**src/rtl/clock_gen_pkg.sv**
```systemverilog
// Shared constants and types for the CPU clock generation block
package clock_gen_pkg;

  ////////////////////////////////////////////////////////////////////////////
  // System clock and timing
  localparam int MCLK_FREQ_KHZ = 25000; // System clock rate
  localparam int PLL_STARTUP_TIME_US = 1000; // Power-up to stable PLL clock
  localparam int PLL_LOCK_TIME_US = 1000; // Stable input to PLL lock
  localparam int PLL_STARTUP_CYCLES = (MCLK_FREQ_KHZ * PLL_STARTUP_TIME_US + 999) / 1000;
  localparam int PLL_LOCK_CYCLES = (MCLK_FREQ_KHZ * PLL_LOCK_TIME_US + 999) / 1000;
  localparam int PLL_BASE_FREQ_KHZ = 3125; // Free-running base, within 2 to 5 MHz
  localparam int PLL_BASE_HALF_INT = MCLK_FREQ_KHZ / (2 * PLL_BASE_FREQ_KHZ);
  localparam logic [2:0] PLL_BASE_HALF_CYCLES = 3'(PLL_BASE_HALF_INT);

  ////////////////////////////////////////////////////////////////////////////
  // Oscillator monitor
  localparam logic [15:0] OSC_TIMEOUT_CYCLES = 16'h0100; // No rising edge this long: missing
  localparam logic [15:0] OSC_PERIOD_TOL = 16'h0002; // Allowed period jitter
  localparam logic [2:0] OSC_STABLE_PERIODS = 3'h4; // Matching periods for stable

  ////////////////////////////////////////////////////////////////////////////
  // Reset configuration byte
  localparam int CFG_MSB = 7; // Clock configuration field, high bit
  localparam int CFG_LSB = 5; // Clock configuration field, low bit
  localparam logic [7:0] RESET_CONFIG_RESET = 8'he0; // Default field 111
  localparam logic [2:0] CFG_PLL_X4 = 3'h7;
  localparam logic [2:0] CFG_PLL_X3 = 3'h6;
  localparam logic [2:0] CFG_PLL_X2 = 3'h5;
  localparam logic [2:0] CFG_PLL_X5 = 3'h4;
  localparam logic [2:0] CFG_DIRECT = 3'h3;
  localparam logic [2:0] CFG_PLL_X1P5 = 3'h2;
  localparam logic [2:0] CFG_PRESCALE = 3'h1;
  localparam logic [2:0] CFG_PLL_X2P5 = 3'h0;

  // PLL states
  typedef enum logic [1:0] {PLL_STARTUP, PLL_BASE, PLL_ACQUIRE, PLL_LOCKED} pll_state_e;

  // Twice the multiplication factor for a field value
  function automatic logic [3:0] pll_factor_x2(input logic [2:0] field);
    logic [3:0] f;
    f = 4'h8;
    unique case (field)
      CFG_PLL_X4: f = 4'h8;
      CFG_PLL_X3: f = 4'h6;
      CFG_PLL_X2: f = 4'h4;
      CFG_PLL_X5: f = 4'ha;
      CFG_PLL_X1P5: f = 4'h3;
      CFG_PLL_X2P5: f = 4'h5;
      default: f = 4'h2;
    endcase
    return f;
  endfunction : pll_factor_x2

endpackage : clock_gen_pkg

```
**src/rtl/osc_monitor_if.sv**
```systemverilog
// Interface carrying oscillator monitor results to the clock controller
`timescale 1ns/1ps
`default_nettype none
interface osc_monitor_if;
  logic rise; // Oscillator rising edge seen, pulse
  logic fall; // Oscillator falling edge seen, pulse
  logic [15:0] period; // Last period in system clocks
  logic missing; // No rising edge within timeout
  logic stable; // Periods repeat within tolerance
  modport mon (output rise, fall, period, missing, stable);
  modport user (input rise, fall, period, missing, stable);
endinterface : osc_monitor_if
`default_nettype wire

```
**src/rtl/osc_monitor.sv**
```systemverilog
// Oscillator edge detector, period meter and missing-clock watch
`timescale 1ns/1ps
`default_nettype none
module osc_monitor (
  input wire logic mclk_in, // System clock
  input wire logic rst_n_in, // Asynchronous reset, active low
  input wire logic osc_in, // Sampled oscillator level
  osc_monitor_if.mon mon_port // Results
);

  ////////////////////////////////////////////////////////////////////////////
  // State
  typedef struct packed {
    logic prev; // Previous oscillator level
    logic [15:0] cnt; // Cycles since last rising edge
    logic [15:0] period; // Last measured period
    logic [2:0] match; // Consecutive matching periods
    logic rise; // Rising edge pulse
    logic fall; // Falling edge pulse
    logic missing; // Clock missing flag
    logic stable; // Clock stable flag
  } mon_s;

  mon_s mon_reg;
  mon_s mon_next;

  ////////////////////////////////////////////////////////////////////////////
  // Next-state logic
  always_comb
  begin
    logic [15:0] meas;
    logic [15:0] diff;
    meas = mon_reg.cnt + 16'h0001;
    diff = (meas > mon_reg.period) ? meas - mon_reg.period : mon_reg.period - meas;
    mon_next = mon_reg;
    mon_next.prev = osc_in;
    mon_next.rise = osc_in & ~mon_reg.prev;
    mon_next.fall = ~osc_in & mon_reg.prev;
    if (osc_in && !mon_reg.prev)
    begin
      // New period ends here
      mon_next.cnt = 16'h0000;
      mon_next.period = meas;
      mon_next.missing = 1'b0;
      if (diff <= clock_gen_pkg::OSC_PERIOD_TOL && !mon_reg.missing)
      begin
        // Matching period, count toward stable
        if (mon_reg.match != clock_gen_pkg::OSC_STABLE_PERIODS)
        begin
          mon_next.match = mon_reg.match + 3'h1;
        end
      end
      else
      begin
        // Deviation: restart qualification
        mon_next.match = 3'h0;
      end
      mon_next.stable = (mon_next.match == clock_gen_pkg::OSC_STABLE_PERIODS);
    end
    else if (mon_reg.cnt >= clock_gen_pkg::OSC_TIMEOUT_CYCLES)
    begin
      // Edges stopped: flag missing clock
      mon_next.missing = 1'b1;
      mon_next.stable = 1'b0;
      mon_next.match = 3'h0;
    end
    else
    begin
      mon_next.cnt = mon_reg.cnt + 16'h0001;
    end
  end

  ////////////////////////////////////////////////////////////////////////////
  // State register
  always_ff @(posedge mclk_in or negedge rst_n_in)
  begin
    if (!rst_n_in)
    begin
      mon_reg <= '0;
    end
    else
    begin
      mon_reg <= mon_next;
    end
  end

  // Results straight from the state register
  assign mon_port.rise = mon_reg.rise;
  assign mon_port.fall = mon_reg.fall;
  assign mon_port.period = mon_reg.period;
  assign mon_port.missing = mon_reg.missing;
  assign mon_port.stable = mon_reg.stable;

endmodule : osc_monitor
`default_nettype wire

```
**src/rtl/cpu_clock_generation_control.sv**
```systemverilog
// CPU clock generation: mode selection, PLL model, slow-down divider, RTC clock
`timescale 1ns/1ps
`default_nettype none
// Operation
// Capture upper port byte at long reset end
// Field 011 passes oscillator straight through
// Field 001 divides oscillator by two
// PLL modes multiply oscillator by decoded factor
// Lock loss raises unlock interrupt request; code raises it in PLL modes only, none for fields 011 and 001
// Lost input drops PLL to base frequency
// Power-up: stable base clock after 1 ms
// Stable input: PLL locks within 1 ms
// Slow-down divides oscillator by 1 to 32; with field 001 code divides by 2 to 64
// Software picks basic or slow-down clock
// Emulation inverts top configuration bit
// RTC clock is prescaled oscillator, independent
// Both CPU clock edges flagged for use
// Oscillator failure in PLL mode: base clock
// Configuration held until next long reset
module cpu_clock_generation_control #(
  parameter int STARTUP_CYCLES = clock_gen_pkg::PLL_STARTUP_CYCLES, // Power-up wait
  parameter int LOCK_CYCLES = clock_gen_pkg::PLL_LOCK_CYCLES // Lock acquisition wait
) (
  input wire logic mclk_in, // System clock, 25 MHz
  input wire logic rst_n_in, // Power-up reset, asynchronous, active low
  input wire logic osc_in, // Oscillator clock level
  input wire logic long_reset_n_in, // Long hardware reset, active low
  input wire logic [7:0] port0_upper_byte_in, // Configuration straps
  input wire logic emulation_mode_in, // Emulation mode strap
  input wire logic slow_down_select_in, // 1: slow-down clock, 0: basic clock
  input wire logic [4:0] slow_down_divider_in, // Slow-down factor minus one
  output logic cpu_clk_out, // CPU clock
  output logic cpu_clk_rise_out, // CPU clock rising edge pulse
  output logic cpu_clk_fall_out, // CPU clock falling edge pulse
  output logic rtc_clk_out, // Real-time clock feed
  output logic [7:0] reset_config_high_byte_out, // Latched configuration byte
  output logic pll_stable_out, // PLL delivers a stable clock
  output logic pll_locked_out, // PLL locked to oscillator
  output logic pll_unlock_irq_out // Unlock interrupt request pulse
);

  ////////////////////////////////////////////////////////////////////////////
  // State
  typedef struct packed {
    logic lreset_prev; // Long reset level last cycle
    logic [7:0] cfg; // Reset configuration byte
    clock_gen_pkg::pll_state_e pll_state; // PLL state
    logic [15:0] timer; // Startup and lock timer
    logic [16:0] nco_acc; // Multiplier phase accumulator
    logic nco_clk; // Multiplied clock
    logic [2:0] base_cnt; // Base oscillator counter
    logic base_clk; // Base frequency clock
    logic [6:0] div_cnt; // Oscillator edge counter
    logic div_clk; // Divided oscillator clock
    logic rtc_clk; // Prescaled oscillator clock
    logic cpu_clk; // Selected CPU clock
    logic cpu_rise; // CPU clock rose
    logic cpu_fall; // CPU clock fell
    logic stable; // PLL output stable
    logic locked; // PLL locked
    logic irq; // Unlock request pulse
  } ctl_s;

  ctl_s ctl_reg;
  ctl_s ctl_next;

  osc_monitor_if mon_bus ();

  // Oscillator watch
  osc_monitor u_osc_monitor (
    .mclk_in(mclk_in),
    .rst_n_in(rst_n_in),
    .osc_in(osc_in),
    .mon_port(mon_bus.mon)
  );

  ////////////////////////////////////////////////////////////////////////////
  // Next-state logic
  always_comb
  begin
    logic [2:0] field;
    logic pll_mode;
    logic prescale;
    logic osc_bad;
    logic [6:0] div_k;
    logic [16:0] sum;
    logic basic_clk;
    field = ctl_reg.cfg[clock_gen_pkg::CFG_MSB:clock_gen_pkg::CFG_LSB];
    pll_mode = (field != clock_gen_pkg::CFG_DIRECT) && (field != clock_gen_pkg::CFG_PRESCALE);
    prescale = (field == clock_gen_pkg::CFG_PRESCALE);
    osc_bad = mon_bus.missing | ~mon_bus.stable;
    sum = 17'h00000;
    div_k = 7'h02; // Prescale divisor unless slow-down picks another
    basic_clk = 1'b0; // Overwritten by the mode decode below
    ctl_next = ctl_reg;
    ctl_next.irq = 1'b0;

    // Configuration capture on release of long reset only
    ctl_next.lreset_prev = long_reset_n_in;
    if (!ctl_reg.lreset_prev && long_reset_n_in)
    begin
      ctl_next.cfg = {port0_upper_byte_in[7] ^ emulation_mode_in, port0_upper_byte_in[6:0]};
    end

    // Free-running base frequency
    if (ctl_reg.base_cnt >= clock_gen_pkg::PLL_BASE_HALF_CYCLES - 3'h1)
    begin
      ctl_next.base_cnt = 3'h0;
      ctl_next.base_clk = ~ctl_reg.base_clk;
    end
    else
    begin
      ctl_next.base_cnt = ctl_reg.base_cnt + 3'h1;
    end

    // PLL lock sequence
    unique case (ctl_reg.pll_state)
      clock_gen_pkg::PLL_STARTUP:
      begin
        // Base clock settles after power-up
        if (ctl_reg.timer >= 16'(STARTUP_CYCLES - 1))
        begin
          ctl_next.pll_state = clock_gen_pkg::PLL_BASE;
          ctl_next.stable = 1'b1;
          ctl_next.timer = 16'h0000;
        end
        else
        begin
          ctl_next.timer = ctl_reg.timer + 16'h0001;
        end
      end
      clock_gen_pkg::PLL_BASE:
      begin
        // Wait for a usable input clock
        if (!osc_bad)
        begin
          ctl_next.pll_state = clock_gen_pkg::PLL_ACQUIRE;
          ctl_next.timer = 16'h0000;
        end
      end
      clock_gen_pkg::PLL_ACQUIRE:
      begin
        // Synchronising; drop back on any disturbance
        if (osc_bad)
        begin
          ctl_next.pll_state = clock_gen_pkg::PLL_BASE;
        end
        else if (ctl_reg.timer >= 16'(LOCK_CYCLES - 1))
        begin
          ctl_next.pll_state = clock_gen_pkg::PLL_LOCKED;
          ctl_next.locked = 1'b1;
        end
        else
        begin
          ctl_next.timer = ctl_reg.timer + 16'h0001;
        end
      end
      clock_gen_pkg::PLL_LOCKED:
      begin
        // Input lost or unstable: unlock and fall back
        if (osc_bad)
        begin
          ctl_next.pll_state = clock_gen_pkg::PLL_BASE;
          ctl_next.locked = 1'b0;
          ctl_next.irq = pll_mode;
        end
      end
    endcase

    // Multiplier: toggle 2F times per oscillator period
    if (ctl_reg.pll_state == clock_gen_pkg::PLL_LOCKED && mon_bus.period != 16'h0000)
    begin
      sum = ctl_reg.nco_acc + {13'h0000, clock_gen_pkg::pll_factor_x2(field)};
      if (sum >= {1'b0, mon_bus.period})
      begin
        ctl_next.nco_acc = sum - {1'b0, mon_bus.period};
        ctl_next.nco_clk = ~ctl_reg.nco_clk;
      end
      else
      begin
        ctl_next.nco_acc = sum;
      end
    end
    else
    begin
      ctl_next.nco_acc = 17'h00000;
    end

    // Edge divider: toggle every K oscillator edges
    if (slow_down_select_in)
    begin
      div_k = {2'h0, slow_down_divider_in} + 7'h01;
      if (prescale)
      begin
        div_k = {div_k[5:0], 1'b0};
      end
    end
    else
    begin
      div_k = 7'h02;
    end
    if (mon_bus.rise || mon_bus.fall)
    begin
      if (ctl_reg.div_cnt >= div_k - 7'h01)
      begin
        ctl_next.div_cnt = 7'h00;
        ctl_next.div_clk = ~ctl_reg.div_clk;
      end
      else
      begin
        ctl_next.div_cnt = ctl_reg.div_cnt + 7'h01;
      end
    end

    // RTC feed from prescaled oscillator, no mode dependence
    if (mon_bus.rise)
    begin
      ctl_next.rtc_clk = ~ctl_reg.rtc_clk;
    end

    // Basic clock per configured mode
    if (pll_mode)
    begin
      basic_clk = ctl_next.locked ? ctl_next.nco_clk : ctl_next.base_clk;
    end
    else if (prescale)
    begin
      basic_clk = ctl_next.div_clk;
    end
    else
    begin
      basic_clk = osc_in;
    end

    // Source selection and edge flags
    ctl_next.cpu_clk = slow_down_select_in ? ctl_next.div_clk : basic_clk;
    ctl_next.cpu_rise = ctl_next.cpu_clk & ~ctl_reg.cpu_clk;
    ctl_next.cpu_fall = ~ctl_next.cpu_clk & ctl_reg.cpu_clk;
  end

  ////////////////////////////////////////////////////////////////////////////
  // State register
  always_ff @(posedge mclk_in or negedge rst_n_in)
  begin
    if (!rst_n_in)
    begin
      ctl_reg <= '0;
      ctl_reg.cfg <= clock_gen_pkg::RESET_CONFIG_RESET;
      ctl_reg.pll_state <= clock_gen_pkg::PLL_STARTUP;
    end
    else
    begin
      ctl_reg <= ctl_next;
    end
  end

  ////////////////////////////////////////////////////////////////////////////
  // Outputs straight from flip-flops
  assign cpu_clk_out = ctl_reg.cpu_clk;
  assign cpu_clk_rise_out = ctl_reg.cpu_rise;
  assign cpu_clk_fall_out = ctl_reg.cpu_fall;
  assign rtc_clk_out = ctl_reg.rtc_clk;
  assign reset_config_high_byte_out = ctl_reg.cfg;
  assign pll_stable_out = ctl_reg.stable;
  assign pll_locked_out = ctl_reg.locked;
  assign pll_unlock_irq_out = ctl_reg.irq;

endmodule : cpu_clock_generation_control
`default_nettype wire

```
**config.mk**
```make
export PLATFORM = sky130hd
export DESIGN_NAME = cpu_clock_generation_control
export DESIGN_NICKNAME = d
export VERILOG_FILES = /design/src/rtl/clock_gen_pkg.sv /design/src/rtl/osc_monitor_if.sv /design/src/rtl/osc_monitor.sv /design/src/rtl/cpu_clock_generation_control.sv
export SDC_FILE = /design/constraint.sdc
export NUM_CORES = 1
export LEC_CHECK = 0
export BUFFER_PORTS_ARGS = -buffer_cell sky130_fd_sc_hd__buf_2
export CORE_UTILIZATION = 45
export DETAILED_ROUTE_END_ITERATION = 10
export PLACE_DENSITY = 0.64
export SYNTH_ARGS = -nofsm -noshare
export SYNTH_HDL_FRONTEND = slang
export SYNTH_SLANG_ARGS = --single-unit
export TNS_END_PERCENT = 100
```
**constraint.sdc**
```tcl
create_clock -name mclk_in -period 9.4 [get_ports mclk_in]
set_input_delay 1.41 -clock mclk_in [delete_from_list [all_inputs] [get_ports mclk_in]]
set_output_delay 1.41 -clock mclk_in [all_outputs]
set_load 0.01 [all_outputs]
```
## Word level (Yosys, flattened, before mapping)

Index checks and enable logic that the tools add are counted.

- Add/subtract/negate cells: 11
- Magnitude comparators: 7
- Eq/ne operators: 20
- Multiplexer cells: 42
- Bitwise logic cells: 15
- Reductions and logical operators: 17

Operator list:

| kind | number |
|---|---|
| 16-bit 2-to-1 mux | 6 |
| 16-bit one-hot mux with 3 select lines | 1 |
| 17-bit 2-to-1 mux | 2 |
| 16-bit by 1-bit adder with 16-bit output (second input constant) | 2 |
| 16-bit subtractor | 2 |
| 4-bit one-hot mux with 6 select lines | 1 |
| 7-bit 2-to-1 mux | 3 |
| 18-bit 2-to-1 mux | 1 |
| 3-bit 2-to-1 mux | 6 |
| 17-bit by 4-bit adder with 17-bit output | 1 |
| 17-bit by 16-bit greater-or-equal comparator with 1-bit output | 1 |
| 17-bit by 16-bit subtractor with 17-bit output | 1 |
| 16-bit by 15-bit greater-or-equal comparator with 1-bit output (second input constant) | 1 |
| 16-bit by 9-bit greater-or-equal comparator with 1-bit output (second input constant) | 1 |
| 16-bit greater-than comparator | 1 |
| 16-bit by 2-bit less-or-equal comparator with 1-bit output (second input constant) | 1 |
| 16-bit nonzero test | 1 |
| 3-bit == test (second input constant) | 5 |
| 2-bit 2-to-1 mux | 7 |
| 1-bit 2-to-1 mux | 12 |
| 2-bit inequality test (second input constant) | 5 |
| 1-bit inverter | 9 |
| 2-bit one-hot mux with 4 select lines | 1 |
| 4-bit AND reduction | 2 |
| other kinds (27) | 39 |

- Register bits: 104
- Input port bits: 19
- Output and inout bits: 15
- Logic and storage cells: 137

## Depth between registers and ports, before layout

Gate-level depths: netlist of run 1.

- Depth after elaboration: 12
- Mapped depth: 23
- Mapped depth without buffers: 20

## By module

Synthesis of run 1 repeated with hierarchy kept, for this count alone.

- Cells, all modules: 1006
- Area, all modules: 8560.7 µm²

By module, submodules not included:

| module | times used | cells an instance | area an instance (µm²) | seq. area each (µm²) |
|---|---|---|---|---|
| cpu_clock_generation_control | 1 | 558 | 4803.4 | 1605.3 |
| osc_monitor | 1 | 448 | 3757.4 | 1001.0 |

## Worst setup path after synthesis of run 1

No wires, ideal clock.

- Path type: register to register
- Start: reg ctl_reg (netlist bit reset_config_high_byte_out[5])
- End: reg ctl_reg[25] (netlist bit)
- Setup time: 132 ps
- Arrival: 4523 ps
- Data required time: 9268 ps
- Slack: 4745 ps
- Stages on the path, launching flop included: 21
- Path buffers: 3
- Clock period less this slack: 4655 ps
- Path through: dfstp_2 -> clkbuf_1 -> nor2_1 -> ha_1 -> fa_1 -> a21o_1 -> a21oi_1 -> nor2_1 -> and3_1 -> xor2_1 -> ha_1 -> a21o_1 -> a21o_1 -> or3_1 -> o21ai_0 -> a31oi_1 -> a221oi_1 -> clkbuf_1 -> buf_2 -> mux2i_1 -> nor2_1

RTL lines:

| element | RTL line | text |
|---|---|---|
| start: declaration | cpu_clock_generation_control.sv:64 | `ctl_s ctl_reg;` |
| start signal: assignment | cpu_clock_generation_control.sv:253 | `ctl_reg <= ctl_next;` |

==> results of run 1 <==
[stage by stage]
stage / setup WS [ps] / util / total power [µW] / hold WS (ps) / instance area (µm²)
3_3_place_gp: 4711 / 0.4810 / 1527 / 436.6 / 8377
6_report: 4543 / 0.4975 / 1914 / 449.8 / 8665
2_1_floorplan: 4745 / - / 1324 / 430.3 / 8108
5_1_grt: 4260 / 0.4975 / 2069 / 475.3 / 8665
4_1_cts: 4549 / 0.4975 / 1917 / 461.3 / 8665
3_5_place_dp: 4587 / 0.4810 / 1535 / 440.8 / 8377
[cells by family after synthesis]
logic type	Yosys count
buf+inv	108
mux	22
simple gates	347
compound gates	250
xor+xnor	62
flops	104
fa+ha+maj	77
[Yosys cell counts, drive strengths merged, types with 11 or more instances]
master / count
xor2: 35
xnor2: 27
nor2b: 16
and3: 17
nand2b: 17
a31oi: 15
a21o: 16
or3: 17
o21ai: 82
inv: 66
dfrtp: 101
ha: 73
nand4: 12
buf: 16
o21a: 11
nor2: 95
nor3: 15
nor4: 13
clkbuf: 26
a21oi: 60
mux2i: 15
and2: 18
nand2: 78
nand3: 31
[worst reg2reg max path, cell delays in order (launching register included)]
cell	delay [ps]
sky130_fd_sc_hd__dfstp_2	610
sky130_fd_sc_hd__nor2_1	60
sky130_fd_sc_hd__ha_1	210
sky130_fd_sc_hd__fa_1	420
sky130_fd_sc_hd__a21o_1	200
sky130_fd_sc_hd__a21oi_1	300
sky130_fd_sc_hd__nor2_1	160
sky130_fd_sc_hd__and3_1	220
sky130_fd_sc_hd__xor2_1	150
sky130_fd_sc_hd__ha_1	340
sky130_fd_sc_hd__a21o_1	220
sky130_fd_sc_hd__a21o_1	180
sky130_fd_sc_hd__or3_1	330
sky130_fd_sc_hd__o21ai_0	70
sky130_fd_sc_hd__a31oi_1	110
sky130_fd_sc_hd__a221oi_2	290
sky130_fd_sc_hd__buf_4	350
sky130_fd_sc_hd__o21ai_0	170
sky130_fd_sc_hd__a31oi_1	240
sky130_fd_sc_hd__nor2b_1	160
[worst max path at each step]
stage	startpoint	endpoint	slack (ps)	cells past startpoint
finish	reset_config_high_byte_out[5]	cpu_clk_rise_out	4540	19
global route	reset_config_high_byte_out[5]	cpu_clk_rise_out	4260	19
CTS	reset_config_high_byte_out[5]	cpu_clk_rise_out	4550	19
detailed placement	reset_config_high_byte_out[5]	cpu_clk_rise_out	4590	19
global placement	reset_config_high_byte_out[5]	cpu_clk_rise_out	4710	19
floorplan	reset_config_high_byte_out[5]	ctl_reg[25]	4750	20
[cell type report]
class / count / area (µm²)
clock inverter: 7 / 62.56
inverter: 66 / 247.7
tap: 225 / 281.5
clock buffer: 9 / 225.2
multi-input combinational: 758 / 5051
timing repair buffer: 36 / 190.2
fill: 1664 / 8752
sequential: 104 / 2606
[power groups by stage]
stage          clock, µW  sequential (µW)  combinational [µW]
2_1_floorplan          0              528                 797
3_3_place_gp           0              534                 993
3_5_place_dp           0              535                1000
4_1_cts              383              527                1010
5_1_grt              399              533                1140
6_report             368              527                1020
[per-layer routing]
layer,part of all wire,track usage,wire length [µm],vias up
li1,-,-,-,3437
met1,0.49,0.2890,9056,3184
met2,0.46,0.3283,8577,118
met3,0.037,0.04027,686,23
met4,0.011,0.05247,200,2
met5,0.00065,0,12,-
==> flow_results.org, run 1 <==
** Outcome
- Run status :: finished clean

** Power and ir drop
- Sequential Power Share :: 0.275
- The analysis attributes to cell leakage a power of 0.004170 µW.
- Of the total power, the share spent switching nets is 0.4199.
- The share of total power dissipated in the clock network is 0.192.
- In this run the power spent charging and discharging nets is 803.7 µW.
- The share of total power dissipated in combinational logic is 0.533.
- Internal :: 1110 µW
- Across the VDD grid, the largest voltage drop is 0.1318 mV.
- P per Cell Area :: 220.9 mW/mm²

** Place
- Routability congestion estimate from global placement :: 0.8892
- Sum of net half-perimeters after detailed placement :: 14270 µm
- Input and output buffers added on the ports amount to 33.
- After detailed placement, the design holds a cell count of 1189.

** Setup path
- Category of the most critical setup path :: flip-flop to flip-flop
- CP Max Fanout :: 29
- Cell family with the largest share of critical-path delay :: compound AO/OA/AOI/OAI gates
- The worst register-to-register path ends at cpu_clk_rise_out.
- The number of cells on the worst reg-to-reg path is 19.
- The worst setup path is captured at a flip-flop.
- The critical path goes through nor2_1 > ha_1 > fa_1 > a21o_1 > a21oi_1 > nor2_1 > and3_1 > xor2_1 > ha_1 > a21o_1 > a21o_1 > or3_1 > o21ai_0 > a31oi_1 > a221oi_2 > buf_4 > o21ai_0 > a31oi_1 > nor2b_1.
- Kind of start point of the critical path :: flip-flop
- The cell that appears most often on the critical path is sky130_fd_sc_hd__a21o_1.
- In this design, the stage delay of the slowest critical-path cell is 610 ps.
- Across all register-to-register paths, the minimum setup slack is 4540 ps.
- On the critical path, the stage with the largest delay is an instance of sky130_fd_sc_hd__dfstp_2.
- The number of buffers and inverters on the critical path is 1.
- In this run the critical register-to-register path is launched from reset_config_high_byte_out[5].
- Worst path required time :: 9690 ps
- Crit path DAT :: 5140 ps

** Synthesis
- Netlist area before placement :: 0.008108 mm²
- During synthesis, Yosys emitted a total of 0 warnings.
- In this run the mean area of a mapped cell was 8.359 µm².
- In the synthesized netlist the async set-or-reset flop fraction comes to 1.000.
- Among all flip-flop cells after synthesis, the most frequent one is sky130_fd_sc_hd__dfrtp_1.
- Sequential-to-total area share from yosys stat :: 0.3215
- Fraction of synthesized cell area in xor and xnor cells :: 0.06698
- Library cell with the largest summed area after synthesis :: sky130_fd_sc_hd__dfrtp_1
- Yosys attributes the largest share of cell area to sky130_fd_sc_hd__dfrtp_1, sky130_fd_sc_hd__ha_1, sky130_fd_sc_hd__o21ai_0.
- Area fraction in compound gates after synthesis :: 0.1935
- Synthesis inferred 104 register bits.
- Of the total synthesized cell area, the portion taken by AND, OR, NAND and NOR gates is 0.2110.
- Number of flops mapped to enable cells by yosys :: 0
- Cells after Synth :: 970
- Of the post-synthesis cell area, the dominant cell type holds 0.3117.
- By area, the combinational part of the netlist is dominated by simple AND/OR/NAND/NOR gates.
- Measured against the total synthesized area, the mux share comes to 0.02824.
- Post-synthesis share of cell area spent on full adders, half adders and majority gates :: 0.1225
- Netlist cell types :: 69
- The number of nets handed over by synthesis was 1066.

** Hold path
- The worst hold path terminates at cpu_clk_rise_out.
- The path class of the tightest hold or removal check is flip-flop to flip-flop.
- Hold Path Stages :: 1
- Beginning of the worst hold path :: cpu_clk_out

** Route
- DR vias :: 6764
- After detailed routing, the total wire length is 18530 µm.
- Once detail routing completed, the nets flagged for antenna violations numbered 0.
- After detailed routing, the average wire length per cell comes to 15.38 µm.
- First-pass iteration count of the detailed router :: 5
- After the first detailed-routing iteration, the DRC count stood at 409.
- Avg Vias per Cell :: 5.613
- In the routed design, unresolved DRC markers number 0.

** Run
- Across the run, the number of max-cap violations was 0.

** Clock network
- Reg clk slew, reported paths :: 70 ps
- CTS H-tree lvls :: 3
- Buffer depth of the longest clock path :: 2
- The number of setup buffers added after CTS is 0.
- Resized Gates After CTS :: 0
- TritonCTS buffer count :: 9
- TritonCTS built the clock tree.
- After clock tree synthesis, the flow added hold-fix buffers numbering 0.
- TritonCTS sink count :: 104
- The tree is rooted in a sky130_fd_sc_hd__clkbuf_16.
- The clock reaches the later pin of the worst-skew pair after 360 ps.

** STA
- Final slew viol count :: 0
- Total count of hold-check failures in the final report :: 0
- Counting I/O delays and the setup requirement, the final critical path takes 4857 ps.
- Relative slew slack :: 0.2870
- Setup TNS Final :: 0 ps
- Finish-stage setup viols :: 0
- For the pin with the worst max-slew slack, the measured transition is 1065 ps.
- Post-route clock skew :: 10.29 ps
- Dividing the final minimum period by the clock period gives 0.5167.
- Maximum clock rate :: 205.9 MHz
- Setup repair after global routing missed its margin :: no

** Cells and area
- Number of flip-flops under the largest register name :: 49
- In the layout the commonest cells are sky130_fd_sc_hd__dfrtp_1, sky130_fd_sc_hd__nor2_1, sky130_fd_sc_hd__o21ai_0.
- Fraction of layout cells with a size suffix above 1 :: 0.07245
- Post-Layout Cell Count :: 1205
- The number of antenna diodes in the final layout is 0.
- For this run, the post-layout net count is 1071.
- The library cell used most frequently in the layout, excluding fill and tap cells, is sky130_fd_sc_hd__dfrtp_1.
- Relative to the synthesized area, the layout overhead comes to 6.867%.

** GRT
- Total congestion overflow after global routing :: 0
- Antenna violations before repair :: 1
- Overall fraction of global-route tracks in use :: 0.2078
- The via count of the first global-routing pass came to 6173.
- Wire length of the first global-routing pass :: 30550 µm
- Pin count of the biggest net entering global routing :: 74

** Floorplan
- Top-Level Pins :: 34
- Core region area :: 0.01742 mm²
- For this configuration, the core starts out at a cell density of 0.4655.
- In this run the core area contains 48 standard-cell rows.
- The die is 136.2 µm tall.
- The floorplan step defined a die boundary enclosing 0.01856 mm².
- Overall die width :: 136.2 µm
Note: power is estimated with default switching activity, not from simulation.
==> run 2: changes to the inputs <==
--- a/config.mk
+++ b/config.mk
@@ -8,7 +8,7 @@
 export BUFFER_PORTS_ARGS = -buffer_cell sky130_fd_sc_hd__buf_2
 export CORE_UTILIZATION = 45
 export DETAILED_ROUTE_END_ITERATION = 10
-export PLACE_DENSITY = 0.64
+export PLACE_DENSITY = 0.67
 export SYNTH_ARGS = -nofsm -noshare
 export SYNTH_HDL_FRONTEND = slang
 export SYNTH_SLANG_ARGS = --single-unit
==> constraint.sdc (replaced) <==
create_clock -name mclk_in -period 3.98 [get_ports mclk_in]
set_input_delay 0.597 -clock mclk_in [delete_from_list [all_inputs] [get_ports mclk_in]]
set_output_delay 0.597 -clock mclk_in [all_outputs]
set_load 0.01 [all_outputs]
==> run 2 against run 1 <==
  * The flow now finishes with violations (setup timing)
  * Critical path depth increased by 2
  * Clock skew decreased by 2.5 ps
  * Sequential power increased by 130%
  * Global-route usage increased by 1.1 points
  * Final area increased by 14%
  * Critical path type unchanged
  * Count of clock-buffer cells in the layout unchanged
  * Largest cell class unchanged
  * Cell count increased by 8.9%
  * Die area unchanged
==> flow_results.org, run 2 (synthesized netlist as in run 1, its figures left out) <==
** Outcome
- Run status :: finished with violations
- The checks that failed: setup timing.

** Clock network
- The H-tree depth reported by CTS was 3 (unchanged).
- TritonCTS buffer count :: 9 (unchanged)
- TritonCTS built the clock tree.
- The clock transition at the register clock pins on the worst setup and hold paths after CTS came to 80 ps (about the same).
- The number of hold-repair buffers added at the cts stage is 0 (unchanged).
- TritonCTS sink count :: 104 (unchanged)
- Clock insertion delay at the later pin of the skew report :: 370 ps (about the same)
- CTS Root Buffer Type :: sky130_fd_sc_hd__clkbuf_16
- The maximum clock path buffer count was 2 (unchanged).

** Place
- The post-detailed-placement cell area was 0.009126 mm² (+8.9%).
- The count of input and output buffers is 33 (unchanged).
- Routability congestion estimate from global placement :: 0.9310 (+4.7%)
- The final HPWL from detailed placement is 15370 µm (+7.8%).
- Worst slack, placed :: -260.7 ps (-4848 ps)

** STA
- The final critical-path setup slack is -282.2 ps (-4825 ps).
- The max-slew violation count was 0 (unchanged).
- The time the final worst path needs with I/O delays and setup was 4262 ps (-595.2 ps).
- Relative slew slack :: 0.4030 (+0.1161)
- Total count of hold-check failures in the final report :: 0 (unchanged)
- Finish-stage setup viols :: 21 (+21)
- Post-route clock skew :: 7.828 ps (-2.459 ps)
- Post-route fraction of the period consumed by the critical path :: 1.071 (+0.5542)
- Setup repair after global routing could not meet its margin everywhere.
- Slew at the pin with the worst max-slew slack :: 895.5 ps (-169.1 ps)
- The top achievable clock speed came to 234.6 MHz (+14%).
- Setup TNS Final :: -4110 ps (-4110 ps)

** Run
- The count of max-cap constraint violations was 0 (unchanged).

** GRT
- The number of antenna violations at the first check in global routing was 0 (-1).
- Via count of the first global-routing pass :: 6693 (+8.4%)
- The aggregate global routing overflow is 0 (unchanged).
- The maximum number of pins on one net before global-route repair was 69 (-6.8%).
- The total routing resource utilization after global routing was 0.2190 (+0.01124).
- Wire length of the first global-routing pass :: 32300 µm (+5.7%)

** Route
- The via density per instance is 5.540 (-1.3%).
- The residual antenna-violating net count after detailed routing is 0 (unchanged).
- The number of iterations in the first detailed-routing pass was 5 (unchanged).
- The total number of vias is 7268 (+7.5%).
- The total routed wirelength was 20220 µm (+9.1%).
- The iteration-0 DRC count of the detailed router was 471 (+15%).
- Number of design rule violations left after detail routing :: 0 (unchanged)
- The wire length per cell after detailed routing was 15.41 µm (+0.18%).

** Power and ir drop
- The power density normalized to cell area came to 538.8 mW/mm² (+140%).
- Peak VDD IR :: 0.3600 mV (+170%)
- The leakage dissipation came to 0.004742 µW (+14%).
- The overall power is 5318 µW (+180%).

** Cells and area
- Net count of the finished layout :: 1178 (+10%)
- Area taken by multi-input logic gates :: 0.005440 mm² (+7.7%)
- Commonest non-fill, non-tap cell in the layout :: sky130_fd_sc_hd__buf_4
- Sequential cell area :: 0.002606 mm² (unchanged)
- The final antenna diode count came to 0 (unchanged).
- Commonest cells after routing, fill and taps aside :: sky130_fd_sc_hd__buf_4, sky130_fd_sc_hd__dfrtp_1, sky130_fd_sc_hd__nor2_1
- Number of flip-flops under the largest register name :: 49 (unchanged)
- Compared with the post-synthesis result, the final layout area differs by 21.73%.
- The final standard cell area without fillers came to 0.009869 mm² (+14%).
- The layout filler cell count was 1531 (-8.0%).
- The share of layout cells above drive strength 1 was 0.2153 (+0.1428).

** Floorplan
- Overall die width :: 136.2 µm (unchanged)
- The die extent in y is 136.2 µm (unchanged).
- Die outline area :: 0.01856 mm² (unchanged)
- Placement row count :: 48 (unchanged)
- Initial Utilization :: 0.4655 (unchanged)
- Core region area :: 0.01742 mm² (unchanged)
- Top-Level Pins :: 34 (unchanged)

** Setup path
- Capturing element type of the critical path :: flip-flop
- The critical path is of the flip-flop to flip-flop type.
- The flop-to-flop setup slack came to -280 ps (-4820 ps).
- Worst path required time :: 4210 ps (-5480 ps)
- Startpoint of the most critical setup path :: reset_config_high_byte_out[5]
- The largest fanout of any net on the critical path was 7 (-76%).
- Path depth of the worst reg2reg path :: 21 (+2)
- STA classifies the critical path startpoint as a flip-flop.
- The worst register-to-register path ends at ctl_reg[24].
- In this run the critical register-to-register path is launched from reset_config_high_byte_out[5].
- Following the worst setup path forward leads to its endpoint at ctl_reg[24].
- The data arrival time of the worst path is 4490 ps (-650 ps).

** Hold path
- In this run the worst hold path is classified as input port to asynchronous set/reset pin.
run 2: cell types whose count changed in the layout (fill, tap and decap cells not counted), sizes merged:
cell | before | now
buf | 36 | 143
run 2: power by group:
group          switching, µW  internal (µW)
Clock                    455            440
Sequential              81.5           1150
Combinational           1670           1530
Total                   2200           3110
run 2: critical path: stages (launching register included):
cell and delay, ps:
sky130_fd_sc_hd__dfstp_2 600, sky130_fd_sc_hd__buf_6 120, sky130_fd_sc_hd__nor2_4 30, sky130_fd_sc_hd__ha_4 160, sky130_fd_sc_hd__fa_2 380, sky130_fd_sc_hd__a21o_1 170
sky130_fd_sc_hd__a21oi_2 170, sky130_fd_sc_hd__buf_4 160, sky130_fd_sc_hd__nor2_1 50, sky130_fd_sc_hd__xor2_1 270, sky130_fd_sc_hd__ha_1 330, sky130_fd_sc_hd__a21o_1 190
sky130_fd_sc_hd__a221o_1 340, sky130_fd_sc_hd__nand2_1 120, sky130_fd_sc_hd__a31oi_4 120, sky130_fd_sc_hd__a221oi_4 280, sky130_fd_sc_hd__buf_4 180, sky130_fd_sc_hd__buf_6 130
sky130_fd_sc_hd__buf_4 120, sky130_fd_sc_hd__nor2_1 40, sky130_fd_sc_hd__a21oi_1 110, sky130_fd_sc_hd__nor2_1 50
run 2: worst min path at each step:
stage                     from               end  slack [ps]  cells past startpoint
6_report              rst_n_in       ctl_reg[35]         330                      1
4_1_cts        long_reset_n_in       ctl_reg[63]         340                      1
5_1_grt        long_reset_n_in       ctl_reg[63]         330                      1
3_5_place_dp       rtc_clk_out       rtc_clk_out         450                      1
3_3_place_gp       cpu_clk_out  cpu_clk_rise_out         430                      1
2_1_floorplan         rst_n_in  cpu_clk_fall_out         300                      0
run 2: area by class of cell:
class                      instances  share of cell area
multi-input combinational        758              0.5512
sequential                       104              0.2641
timing repair buffer             143              0.1019
tap                              225             0.02852
inverter                          66             0.02510
clock buffer                       9             0.02282
clock inverter                     7            0.006339
run 2: stage by stage:
| step | util | std cells | hold slack [ps] |
|---|---|---|---|
| 2_1_floorplan | - | 970 | 301.4 |
| 3_3_place_gp | 0.5240 | 1282 | 434.2 |
| 3_5_place_dp | 0.5240 | 1282 | 448.1 |
| 4_1_cts | 0.5462 | 1301 | 335.7 |
| 5_1_grt | 0.5667 | 1312 | 329.8 |
| 6_report | 0.5667 | 1312 | 327.3 |
run 2: repair_timing:
item	CTS	global route
setup buffers	3	10
setup endpoints to repair	23	25
pin swaps	10	17
endpoints found under the hold margin	0	0
cloned	0	1
resized for setup	15	49
run 2: per-layer routing:
| layer | part of all wire | vias to the layer above | GRT usage |
|---|---|---|---|
| met5 | 0 | - | 0 |
| met4 | 0.016 | 0 | 0.06358 |
| met3 | 0.034 | 31 | 0.04027 |
| met2 | 0.47 | 136 | 0.3528 |
| met1 | 0.48 | 3454 | 0.2974 |
| li1 | - | 3647 | - |
==> run 3: changes to the inputs <==
--- a/config.mk
+++ b/config.mk
@@ -11,5 +11,6 @@
 export PLACE_DENSITY = 0.67
 export SYNTH_ARGS = -nofsm -noshare
 export SYNTH_HDL_FRONTEND = slang
+export SYNTH_HIERARCHICAL = 1
 export SYNTH_SLANG_ARGS = --single-unit
 export TNS_END_PERCENT = 100
==> run 3 against run 2 <==
  * The run still ends with setup timing left
  * Worst hold slack got worse by 13 ps
  * Clock power barely moved
  * Critical path type unchanged
  * Sequential power is essentially flat
  * Die area rose by 5.5%
  * Total power increased by 11%
  * Count of clock-buffer cells in the layout up 2
  * Critical endpoint is now ctl_reg[34]
  * Sequential share of layout area shrank 1.3 points
  * First-iteration DRC count decreased by 0.85%
  * Non-clock buffer count up 21
  * Final area grew 5.1%
==> flow_results.org, run 3 <==
** Outcome
- The run finished, with violations left.
- Violated checks :: setup timing

** Power and ir drop
- The part of the total power dissipated in the clock network was 0.152 (-0.016).
- The power density normalized to cell area is 567.0 mW/mm² (+5.2%).
- The worst IR drop on VDD is 0.6114 mV (+70%).
- The internal power contribution was 3446 µW (+11%).
- Lkg Pwr :: 0.004975 µW (+4.9%)
- Switching power share of the total :: 0.4141 (about the same)
- Switching component of the power :: 2435 µW (+11%)
- The proportion of power drawn by combinational gates was 0.633 (+0.032).
- Sequential Power Share :: 0.215 (-0.016)

** Cells and area
- The net total in the final layout is 1222 (+3.7%).
- Commonest cells after routing, fill and taps aside :: sky130_fd_sc_hd__buf_4, sky130_fd_sc_hd__dfrtp_1, sky130_fd_sc_hd__nand2_1
- The layout filler cell count is 1680 (+9.7%).
- Fraction of layout cells with a size suffix above 1 :: 0.2493 (+0.03407)
- The library cell used most frequently in the layout, excluding fill and tap cells, is sky130_fd_sc_hd__buf_4.
- Post-synthesis to final-layout area growth :: 21.18%
- The final non-filler cell total was 1365 (+4.0%).
- Count of antenna diodes in the layout :: 0 (unchanged)
- Number of flip-flops under the largest register name :: 49 (unchanged)
- The final standard cell area without fillers came to 0.01037 mm² (+5.1%).

** Floorplan
- Vertical extent of the die :: 139.9 µm (+2.7%)
- Overall die width :: 139.9 µm (+2.7%)
- Top-Level Pins :: 34 (unchanged)
- Initial Utilization :: 0.4577 (-0.007858)
- Core region area :: 0.01871 mm² (+7.4%)
- Placement row count :: 50 (+4.2%)
- The die area was 0.01958 mm² (+5.5%).

** Synthesis
- Most frequent cell after synthesis :: sky130_fd_sc_hd__dfrtp_1
- Among all flip-flop cells after synthesis, the most frequent one is sky130_fd_sc_hd__dfrtp_1.
- Syn avg cell area :: 8.510 µm² (+1.8%)
- Flops & latches, synth :: 104 (unchanged)
- The number of enable-type register cells in the synthesized netlist came to 0 (unchanged).
- Counting instances in the post-synthesis netlist gives the leading cell types as sky130_fd_sc_hd__dfrtp_1, sky130_fd_sc_hd__nand2_1, sky130_fd_sc_hd__inv_1, sky130_fd_sc_hd__ha_1, sky130_fd_sc_hd__o21ai_0.
- Area fraction of the dominant cell type after synthesis :: 0.2952 (-0.01649)
- Net Count, Synth :: 1102 (+3.4%)
- Largest cells by area after synthesis :: sky130_fd_sc_hd__dfrtp_1, sky130_fd_sc_hd__ha_1, sky130_fd_sc_hd__o21ai_0
- The number of warnings reported in the yosys synthesis log is 6 (+6).
- The biggest area contributor in the post-synthesis netlist is sky130_fd_sc_hd__dfrtp_1.
- Sequential-to-total area share from yosys stat :: 0.3044 (-0.01701)
- The count of unique library cells instantiated by Yosys came to 87 (+26%).
- The post-synthesis cell area was 0.008561 mm² (+5.6%).
- Async SR Flop Fraction :: 1.000 (unchanged)
- The post-synthesis instance total was 1006 (+3.7%).

** STA
- The max-slew violation count came to 0 (unchanged).
- The final setup violation count was 10 (-52%).
- The final hold violation count was 0 (unchanged).
- The time the final worst path needs with I/O delays and setup is 4054 ps (-208.6 ps).
- Setup repair after global routing missed its margin :: yes
- Maximum clock rate :: 246.7 MHz (+5.1%)
- Worst Slack Setup Final :: -73.61 ps (+208.6 ps)
- The pin slew with the least headroom to its limit is 810.2 ps (-85.24 ps).
- The final worst-path cycle share is 1.018 (-0.05240).
- Relative slew slack :: 0.4599 (+0.05683)
- Post-route clock skew :: 7.166 ps (-0.6621 ps)

** Setup path
- Capturing element type of the critical path :: flip-flop
- Worst path required time :: 4250 ps (+40 ps)
- Slowest cell on the critical path :: sky130_fd_sc_hd__dfstp_2
- The biggest cell delay along the critical path is 570 ps (-30 ps).
- By instance count, the cell type seen most on the critical path is sky130_fd_sc_hd__ha_1.
- In this run the worst setup path begins at reset_config_high_byte_out[5].
- The largest fanout of any net on the critical path came to 20 (+13).
- Traced cell by cell, the critical path runs through xnor2_1 > o21bai_1 > ha_1 > a21o_1 > a21oi_4 > buf_12 > nor3_2 > xor2_1 > ha_1 > nand3_2 > and2b_2 > nand2_1 > o211a_1 > buf_4 > and2_4 > or4_4 > o211ai_1.
- The critical path in this run is classified as flip-flop to flip-flop.
- Reg-to-reg startpoint :: reset_config_high_byte_out[5]
- The worst setup path is launched from a flip-flop.
- Crit path DAT :: 4320 ps (-170 ps)

** Clock network
- CTS H-tree lvls :: 3 (unchanged)
- Buffer depth of the longest clock path :: 2 (unchanged)
- TritonCTS buffer count :: 9 (unchanged)
- Cts-stage hold buffer count :: 0 (unchanged)
- Clock insertion delay at the later pin of the skew report :: 350 ps (-20 ps)
- Reg clk slew, reported paths :: 70 ps (about the same)
- The tree is rooted in a sky130_fd_sc_hd__clkbuf_16.
- TritonCTS sink count :: 104 (unchanged)
- TritonCTS built the clock tree.

** Route
- Routed signal wires occupy layers up through met4.
- The wire length per cell after detailed routing was 15.67 µm (+1.7%).
- The total number of vias came to 7608 (+4.7%).
- Avg Vias per Cell :: 5.574 (+0.61%)
- The DRC violations left came to 0 (unchanged).
- The detailed-routed wire length on met3 is 661 µm (-4.3%).
- The wire length on met2 was 10200 µm (+7.0%).
- The total routed wirelength was 21390 µm (+5.8%).
- The routed length on met1 is 10090 µm (+4.3%).
- The iteration-0 DRC count of the detailed router came to 467 (-0.85%).
- Remaining antenna violation count :: 0 (unchanged)
- The number of iterations in the first detailed-routing pass was 5 (unchanged).

** Hold path
- The min-delay analysis places its worst path in the category input port to asynchronous set/reset pin.

** Place
- Routability congestion estimate from global placement :: 0.9045 (-2.8%)
- Placed instance area :: 0.009629 mm² (+5.5%)
- Worst slack, placed :: -214.7 ps (+46.00 ps)
- The final HPWL from detailed placement came to 15920 µm (+3.6%).
- Port Buffer Count :: 33 (unchanged)
- Placed insts :: 1329 (+3.7%)

** Run
- Count of maximum capacitance violations :: 0 (unchanged)

** GRT
- Total congestion overflow after global routing :: 0 (unchanged)
- The total routing resource utilization after global routing was 0.2239 (+0.004913).
- Antenna violations before repair :: 0 (unchanged)
- The wire length of the first global-routing pass came to 35690 µm (+10%).
- Via count of the first global-routing pass :: 7404 (+11%)
- Pin count of the biggest net entering global routing :: 64 (-7.2%)
[run 3: cell types whose count changed in the layout (fill, tap and decap cells not counted), moves of 8 or more]
| cell | delta |
|---|---|
| sky130_fd_sc_hd__nor2_1 | -23 |
| sky130_fd_sc_hd__buf_4 | +21 |
| sky130_fd_sc_hd__inv_1 | +13 |
| sky130_fd_sc_hd__or3_1 | -11 |
| sky130_fd_sc_hd__nand2_1 | +9 |
| sky130_fd_sc_hd__nand4_1 | +8 |
| sky130_fd_sc_hd__o21ai_0 | -8 |
[run 3: power groups by stage]
stage,Sequential (µW),Combinational (µW),Clock [µW]
after floorplan,1270,2340,0
after global placement,1280,3440,0
after detailed placement,1280,3460,0
after CTS,1260,3570,919
after global routing,1280,4060,961
final,1260,3720,897
[run 3: cells by family (layout without fill, tap and decap cells)]
| family | Yosys count | count (layout) | synth area share |
|---|---|---|---|
| buf+inv | 134 | 259 | 0.07819 |
| xor+xnor | 69 | 69 | 0.07059 |
| fa+ha+maj | 77 | 77 | 0.1160 |
| compound gates | 275 | 275 | 0.2112 |
| simple gates | 332 | 332 | 0.2004 |
| mux | 15 | 15 | 0.01915 |
| flops | 104 | 104 | 0.3044 |
[run 3: layer usage]
metal | track usage | vias to the layer above
met3 | 0.03179 | 31
li1 | - | 3787
met4 | 0.06883 | 0
met5 | 0 | -
met1 | 0.3057 | 3630
met2 | 0.3671 | 160
[run 3: stage by stage]
stage	util	total power (µW)	hold slack [ps]	TNS, ps
after floorplan	-	3616	301.4	0
after CTS	0.5416	5752	349.7	-0.07017
final	0.5546	5882	314.1	-353.0
after detailed placement	0.5148	4746	451.2	-1189
after global placement	0.5148	4719	447.8	-342.3
after global routing	0.5546	6305	356.1	-3678
[run 3: cell type report]
type,count,area (µm²),share of cell area
repair buffers,164,1179,0.1136
multi-input cells,768,5709,0.5504
inverters,79,296.5,0.02859
flip-flops and latches,104,2608,0.2514
well taps,234,292.8,0.02822
clock inverters,5,56.30,0.005428
clock buffers,11,232.7,0.02243
[run 3: repair_timing]
item	in CTS	in global routing
setup buffers	9	12
setup endpoints to repair	14	24
pin swaps	24	22
cloned	0	0
gates resized for setup	25	33
[run 3: final timing paths]
check,to,slack [ps],cells past startpoint
max,ctl_reg[34],-70,17
min,ctl_reg[8],310,1
max reg2reg,ctl_reg[34],-70,17
min reg2reg,rtc_clk_out,460,1
max in group asynchronous,u_osc_monitor/mon_reg[6],2820,2
min in group mclk_in,ctl_reg[63],360,1
[run 3: critical path, delay by kind of cell, from the launching register on]
kind | cells | cell delay, ps
AOI/OAI and AO/OA | 5 | 930
xor gates and xnor gates | 2 | 330
adders and majority gates | 2 | 690
buffers and inverters | 2 | 280
DFF | 1 | 570
and+or+nand+nor | 6 | 1150
